File: config.mk
export PLATFORM = sky130hd
export DESIGN_NAME = codec_serial_command_decoder
export DESIGN_NICKNAME = d
export VERILOG_FILES = /design/src/core/codec_serial_command_decoder_pkg.sv /design/src/core/codec_serial_command_decoder.sv
export VERILOG_INCLUDE_DIRS = /design/src /design/src/core
export SDC_FILE = /design/constraint.sdc
export NUM_CORES = 1
export LEC_CHECK = 0
export BUFFER_PORTS_ARGS = -buffer_cell sky130_fd_sc_hd__buf_2
export CELL_PAD_IN_SITES_DETAIL_PLACEMENT = 1
export CELL_PAD_IN_SITES_GLOBAL_PLACEMENT = 1
export CORE_AREA = 8 8 116 118
export DETAILED_ROUTE_END_ITERATION = 12
export DIE_AREA = 0 0 124 126
export GPL_TIMING_DRIVEN = 1
export PLACE_DENSITY_LB_ADDON = 0.1
export SLEW_MARGIN = 20
export SYNTH_ARGS = -nofsm -noshare
export SYNTH_HDL_FRONTEND = slang
export SYNTH_SLANG_ARGS = --single-unit
export TNS_END_PERCENT = 50
File: constraint.sdc
create_clock -name clk -period 2.9 [get_ports clk]
set_input_delay 0.29 -clock clk [delete_from_list [all_inputs] [get_ports clk]]
set_output_delay 0.29 -clock clk [all_outputs]
set_load 0.005 [all_outputs]
File: src/core/codec_serial_command_decoder_regs.svh
// Offsets, field positions, reset values and counts for the serial
// command decoder of the analog codec. Assumes a 16-bit serial word.
// Functional notes
// - Primary word: 14-bit sample, 2-bit mode
// - Each primary word feeds DAC, applies mode
// - Modes 00 and 11 reload plain divisors
// - Mode 01 adds both trims to coarse
// - Mode 10 subtracts tx trim, adds rx
// - Trim alters one period, divisors unchanged
// - Word after mode 11 is secondary
// - Secondary low bits select target register
// - Divisor fields are unsigned
// - Trim fields are two's complement
// - Control D7..D6 select input gain
// - D5 sync, D4 aux, D3 loop, D2 filter
// - Counters reload on reaching zero
// - Tx counters time DAC, rx time ADC
`ifndef CODEC_SERIAL_COMMAND_DECODER_REGS_SVH
`define CODEC_SERIAL_COMMAND_DECODER_REGS_SVH
`define WORD_W          16
`define FIELD_W         6
`define TX_FIELD_LSB    9
`define RX_FIELD_LSB    2
`define SAMPLE_LSB      2
`define SEL_COARSE      2'h0
`define SEL_TRIM        2'h1
`define SEL_FINE        2'h2
`define SEL_CONTROL     2'h3
`define MODE_PLAIN      2'h0
`define MODE_ADVANCE    2'h1
`define MODE_RETARD     2'h2
`define MODE_SECONDARY  2'h3
`define RST_COARSE      6'h12
`define RST_FINE        6'h12
`define RST_TRIM        6'h00
`define RST_CONTROL     6'h00
`define GAIN_LSB        6
`define SYNC_BIT        5
`define AUX_BIT         4
`define LOOP_BIT        3
`define FILTER_BIT      2
`endif

File: src/core/codec_serial_command_decoder_pkg.sv
// Types shared by the codec serial command decoder.
// Assumes the constants header is included beside it.
package codec_serial_command_decoder_pkg;
    typedef enum logic [1:0] {
        GAIN_X1,
        GAIN_X2,
        GAIN_X4
    } gain_type;

    typedef struct packed {
        gain_type   gain;
        logic       sync_timing;
        logic       aux_enable;
        logic       loopback;
        logic       bandpass;
    } control_type;

    typedef enum {
        WAIT_PRIMARY,
        WAIT_SECONDARY
    } word_state_type;
endpackage

File: src/core/codec_serial_command_decoder.sv
// Command decoder and sample-rate counters of the analog codec.
// Assumes word_valid pulses once per received 16-bit serial word.
`include "codec_serial_command_decoder_regs.svh"

module codec_serial_command_decoder #(
    parameter int FIELD_W = `FIELD_W
) (
    input  wire logic                                      clk,
    input  wire logic                                      sys_rst,
    input  wire logic                                      word_valid,
    input  wire logic [`WORD_W-1:0]                        word_data,
    output logic [13:0]                                    dac_sample,
    output logic                                           dac_strobe,
    output logic                                           adc_strobe,
    output codec_serial_command_decoder_pkg::control_type  control,
    output logic [FIELD_W-1:0]                             tx_coarse_divisor,
    output logic [FIELD_W-1:0]                             rx_coarse_divisor,
    output logic [FIELD_W-1:0]                             tx_fine_divisor,
    output logic [FIELD_W-1:0]                             rx_fine_divisor,
    output logic [FIELD_W-1:0]                             tx_coarse_trim,
    output logic [FIELD_W-1:0]                             rx_coarse_trim
);
    import codec_serial_command_decoder_pkg::*;

    // ------------------------------------------------------------
    // Word decode
    // ------------------------------------------------------------
    word_state_type     state_q, state_d;
    logic [13:0]        sample_q, sample_d;
    logic [FIELD_W-1:0] tcd_q, tcd_d, rcd_q, rcd_d;
    logic [FIELD_W-1:0] tfd_q, tfd_d, rfd_q, rfd_d;
    logic [FIELD_W-1:0] ttr_q, ttr_d, rtr_q, rtr_d;
    control_type        ctl_q, ctl_d;
    logic               load_d;
    logic [1:0]         mode_d;
    logic [1:0]         load_mode_q;
    logic               load_q;
    logic [FIELD_W-1:0] tx_field, rx_field;

    assign tx_field = word_data[`TX_FIELD_LSB +: FIELD_W];
    assign rx_field = word_data[`RX_FIELD_LSB +: FIELD_W];

    always_comb begin
        state_d  = state_q;
        sample_d = sample_q;
        tcd_d    = tcd_q;
        rcd_d    = rcd_q;
        tfd_d    = tfd_q;
        rfd_d    = rfd_q;
        ttr_d    = ttr_q;
        rtr_d    = rtr_q;
        ctl_d    = ctl_q;
        load_d   = 1'b0;
        mode_d   = word_data[1:0];
        if (word_valid) begin
            case (state_q)
                WAIT_PRIMARY: begin
                    sample_d = word_data[`WORD_W-1:`SAMPLE_LSB];
                    load_d   = 1'b1;
                    if (word_data[1:0] == `MODE_SECONDARY) begin
                        state_d = WAIT_SECONDARY;
                    end
                end
                WAIT_SECONDARY: begin
                    state_d = WAIT_PRIMARY;
                    case (word_data[1:0])
                        `SEL_COARSE: begin
                            tcd_d = tx_field;
                            rcd_d = rx_field;
                        end
                        `SEL_TRIM: begin
                            ttr_d = tx_field;
                            rtr_d = rx_field;
                        end
                        `SEL_FINE: begin
                            tfd_d = tx_field;
                            rfd_d = rx_field;
                        end
                        default: begin
                            case (word_data[`GAIN_LSB +: 2])
                                2'h1:    ctl_d.gain = GAIN_X2;
                                2'h2:    ctl_d.gain = GAIN_X4;
                                default: ctl_d.gain = GAIN_X1;
                            endcase
                            ctl_d.sync_timing = word_data[`SYNC_BIT];
                            ctl_d.aux_enable  = word_data[`AUX_BIT];
                            ctl_d.loopback    = word_data[`LOOP_BIT];
                            ctl_d.bandpass    = word_data[`FILTER_BIT];
                        end
                    endcase
                end
                default: state_d = WAIT_PRIMARY;
            endcase
        end
    end

    always_ff @(posedge clk) begin
        if (sys_rst) begin
            state_q     <= WAIT_PRIMARY;
            sample_q    <= 14'h0000;
            tcd_q       <= `RST_COARSE;
            rcd_q       <= `RST_COARSE;
            tfd_q       <= `RST_FINE;
            rfd_q       <= `RST_FINE;
            ttr_q       <= `RST_TRIM;
            rtr_q       <= `RST_TRIM;
            ctl_q       <= '{GAIN_X1, 1'b0, 1'b0, 1'b0, 1'b0};
            load_q      <= 1'b0;
            load_mode_q <= 2'h0;
        end else begin
            state_q     <= state_d;
            sample_q    <= sample_d;
            tcd_q       <= tcd_d;
            rcd_q       <= rcd_d;
            tfd_q       <= tfd_d;
            rfd_q       <= rfd_d;
            ttr_q       <= ttr_d;
            rtr_q       <= rtr_d;
            ctl_q       <= ctl_d;
            load_q      <= load_d;
            load_mode_q <= mode_d;
        end
    end

    // ------------------------------------------------------------
    // Sample-rate counters, index 0 transmit, 1 receive
    // ------------------------------------------------------------
    // Trims are applied one cycle after the word, so divisors written
    // by a secondary word never meet a trim from the same word.
    logic [FIELD_W-1:0] coarse_div [2];
    logic [FIELD_W-1:0] fine_div [2];
    logic [FIELD_W-1:0] trim [2];
    assign coarse_div[0] = tcd_q;
    assign coarse_div[1] = rcd_q;
    assign fine_div[0]   = tfd_q;
    assign fine_div[1]   = rfd_q;
    assign trim[0]       = ttr_q;
    assign trim[1]       = rtr_q;

    for (genvar i = 0; i < 2; i++) begin : g_chan
        logic [FIELD_W+1:0] coarse_q, coarse_d;
        logic [FIELD_W-1:0] fine_q, fine_d;
        logic               strobe_d;
        // Strobe flop per channel keeps one driver per variable
        logic               strobe_q;
        logic signed [FIELD_W+1:0] adj;
        always_comb begin
            adj = $signed({2'b00, coarse_div[i]});
            case (load_mode_q)
                `MODE_ADVANCE: adj = adj + $signed({{2{trim[i][FIELD_W-1]}},
                                                    trim[i]});
                `MODE_RETARD: begin
                    if (i == 0) begin
                        adj = adj - $signed({{2{trim[i][FIELD_W-1]}},
                                             trim[i]});
                    end else begin
                        adj = adj + $signed({{2{trim[i][FIELD_W-1]}},
                                             trim[i]});
                    end
                end
                default: adj = $signed({2'b00, coarse_div[i]});
            endcase
            coarse_d = coarse_q;
            fine_d   = fine_q;
            strobe_d = 1'b0;
            if (load_q) begin
                // one period only, stored divisors untouched
                // Trimmed value is not clamped: below zero it wraps to a
                // long period, so the host keeps divisor plus trim in range
                coarse_d = adj;
                fine_d   = fine_div[i];
            end else if (coarse_q == '0) begin
                coarse_d = {2'b00, coarse_div[i]};
                if (fine_q == '0) begin
                    fine_d   = fine_div[i];
                    strobe_d = 1'b1;
                end else begin
                    fine_d = fine_q - 1'b1;
                end
            end else begin
                coarse_d = coarse_q - 1'b1;
            end
        end
        always_ff @(posedge clk) begin
            if (sys_rst) begin
                coarse_q    <= {2'b00, `RST_COARSE};
                fine_q      <= `RST_FINE;
                strobe_q    <= 1'b0;
            end else begin
                coarse_q    <= coarse_d;
                fine_q      <= fine_d;
                strobe_q    <= strobe_d;
            end
        end
    end

    // ------------------------------------------------------------
    // Outputs, straight from the flops above
    // ------------------------------------------------------------
    assign dac_sample        = sample_q;
    assign dac_strobe        = g_chan[0].strobe_q;
    assign adc_strobe        = g_chan[1].strobe_q;
    assign control           = ctl_q;
    assign tx_coarse_divisor = tcd_q;
    assign rx_coarse_divisor = rcd_q;
    assign tx_fine_divisor   = tfd_q;
    assign rx_fine_divisor   = rfd_q;
    assign tx_coarse_trim    = ttr_q;
    assign rx_coarse_trim    = rtr_q;
endmodule // codec_serial_command_decoder

==> flow_summary.toml <==
[critical_path]
required_ns = 3.13
crit_slowest_cell = "mux2i_1"
critPathKind = "reg2reg"
cp_top_family = "adder cells"
crit_buf_inv = 1
cp-startpoint = "load_mode_q[0]"
critPathArrivalTime_ns = 2.79
endpoint_kind = "flop"
r2r_setup_slack_ns = 0.34
cpPeakStageDelay_ns = 0.37
start_kind = "flop"
crit_chain = "inv_1 > ha_1 > mux2i_1 > ha_1 > nor2b_1 > o31a_1 > o31ai_1 > mux2i_1 > nand2_1"
r2r_start = "load_mode_q[0]"
critical_path_peak_fanout = 9

[placed_design]
hpwl_um = 11200
port-buffer-count = 76
dp_slack_ns = 0.339
gp_congestion = 0.790

[layout]
antenna_cells = 0
syn_to_final_growth_pct = 16.5
final_nets = 697
final_layout_size_suffix_gt1_frac = 0.175

[min_path]
hold_class = "in2reg"
holdCritStartpoint = "word_data[15]"

[floorplanning]
num_rows = 40
dieArea_um2 = 15600
ioPinCount = 77
die_x_um = 124
core_area_um2 = 11700
initial_core_util = 0.405
fp.dieH_um = 126

[power]
vdd_drop_max_v = 0.000256
powerDensity_nw_per_um2 = 525
leakage_nw = 2.25
design_power_total_w = 0.00290

[sta]
fin_crit_sh = 0.883
fin_ws_ns = 0.340
maxSlewHeadroom = 0.511
rsz0062_at_grt = "no"
max_freq_mhz = 391
hold_violations = 0
period_needed_ns = 2.56
slew_viol_final = 0
setup_viol = 0
worstMarginPinSlew_ns = 0.731
skew_ns = 0.00477
tns_ns = 0

[synthesis]
ys_seq_area_frac = 0.380
synth_ff_type = "dfxtp_1"
yosys_register_bits = 90
synth_area_um2 = 4740
syn-num-nets = 636
syn_inst = 592
netlist.area_leader.share = 0.380
synth-edff-count = 0
synth_top_area_cell = "dfxtp_1"
synth.distinct_cells = 63
async_flop_share = 0
synth.area.top_cells = "dfxtp_1, nand2_1, a21oi_1"
synth_area_per_cell_um2 = 8.01
yosysWarnings = 0

[clock_network]
root_buffer = "clkbuf_16"
ctsHoldBuffers = 0
htreeDepth = 3
cts.sinks = 90
postCtsSetupBuffers = 0
cts_made_buffers = 9
clk_path_buf_depth = 2
cts.clk_slew.worst_paths_ns = 0.06
post_cts_resized = 0
cts_tree = "yes"
clkLatencyLatePin_ns = 0.35

[route]
drt_iter0_drc = 179
firstDrtPassIters = 4
wl_um = 14700
drc = 0
drt-vias-per-instance = 5.42
wl_per_cell_um = 18.2
ant_nets = 0
num_vias = 4366

[global_route]
overflow = 0
antenna_found_initial = 0
grt_max_degree = 43
grt_util_all_layers = 0.195
grt_pass1_vias = 4764
grt_pass1_wl_um = 24400

[run_status]
outcome = "completed"

[job]
cap_violations = 0
-- logic make-up after synthesis --
kind of cell             synth area share
flip-flops                          0.380
buffers and inverters              0.0515
XOR/XNOR                           0.0351
multiplexers                       0.0290
AND/OR/NAND/NOR                     0.243
adder cells (fa/ha/maj)            0.0691
AO/OA/AOI/OAI                       0.192
-- sequential cells by signal, summed over array words and instances (netlist names) --
name	cells
g_chan.coarse_q	16
dac_sample	14
g_chan.fine_q	12
control	6
rx_coarse_divisor	6
rx_coarse_trim	6
rx_fine_divisor	6
tx_coarse_divisor	6
tx_coarse_trim	6
tx_fine_divisor	6
load_mode_q	2
adc_strobe	1
dac_strobe	1
load_q	1
state_q	1
-- tightest hold or removal path, delay by kind of cell --
kind | cells | cell delay [ns]
compound gates | 1 | 0.05
buf+inv | 1 | 0.09
simple gates | 1 | 0.05
-- per-stage QoR --
stage	util	hold WS (ns)	cell area [um2]	cells
after floorplan	-	0.408	4740	592
after global placement	0.445	0.441	5210	789
after detailed placement	0.445	0.447	5210	789
after CTS	0.471	0.180	5520	805
after global routing	0.471	0.179	5520	805
final	0.471	0.183	5520	805
-- layout make-up --
| cell class | count | area (um2) |
|---|---|---|
| Inverter | 28 | 105 |
| Clock inverter | 3 | 47.5 |
| Timing Repair Buffer | 82 | 425 |
| Multi-Input combinational cell | 442 | 2700 |
| Fill cell | 1452 | 6190 |
| Clock buffer | 13 | 260 |
| Sequential cell | 90 | 1800 |
| Tap cell | 147 | 184 |
-- report_power, final --
part	switching [W]	total, W	internal (W)
Sequential	0.0000484	0.00133	0.00128
Clock	0.000506	0.00123	0.000720
Combinational	0.000203	0.000342	0.000139
Total	0.000757	0.00290	0.00214
-- worst paths after layout --
| check | end | cells past startpoint |
|---|---|---|
| setup / recovery | g_chan[0].coarse_q[7] | 9 |
| hold / removal | dac_sample[13] | 3 |
| setup reg to reg | g_chan[0].coarse_q[7] | 9 |
| hold reg to reg | dac_sample[4] | 2 |
-- cells in the mapped netlist, types with 3 or more instances --
| master | instances |
|---|---|
| a211o_1 | 10 |
| a211oi_1 | 6 |
| a21o_1 | 3 |
| a21oi_1 | 69 |
| a31oi_1 | 6 |
| buf_2 | 9 |
| clkbuf_1 | 20 |
| dfxtp_1 | 90 |
| ha_1 | 23 |
| inv_1 | 28 |
| mux2i_1 | 10 |
| nand2_1 | 121 |
| nand2b_1 | 8 |
| nand3_1 | 5 |
| nand3b_1 | 7 |
| nor2_1 | 47 |
| nor2b_1 | 11 |
| nor3_1 | 11 |
| nor3_2 | 3 |
| nor3b_1 | 4 |
| nor4_1 | 3 |
| o21a_1 | 4 |
| o21ai_0 | 5 |
| o21ai_1 | 8 |
| o22ai_1 | 3 |
| o32ai_1 | 6 |
| or3_1 | 6 |
| xnor2_1 | 14 |
| xor2_1 | 5 |
-- layout by cell type, fill, tap and decap left out, types with 5 or more instances in the layout --
cell	synthesis	final
xor2_1	5	5
or3_1	6	6
mux2i_1	10	10
a211oi_1	6	6
buf_4	0	6
a21oi_1	69	69
nand2b_1	8	8
xnor2_1	14	14
nor3_1	11	11
inv_1	28	28
o32ai_1	6	6
clkbuf_16	0	9
ha_1	23	23
o21ai_0	5	5
nand3_1	5	5
nand2_1	121	121
a211o_1	10	10
nor2b_1	11	10
dfxtp_1	90	90
nand3b_1	7	7
nor2_1	47	47
a31oi_1	6	6
o21ai_1	8	8
buf_2	9	76
-- metal layers --
layer  up-vias  part of all wire  GRT usage
met4         0             0.014     0.0567
met1      2121              0.46      0.239
met2        68              0.48      0.330
li1       2161                 -          -
met3        16             0.044     0.0438
met5         -                 0          0
No activity file was read; power rests on OpenSTA's default activity.
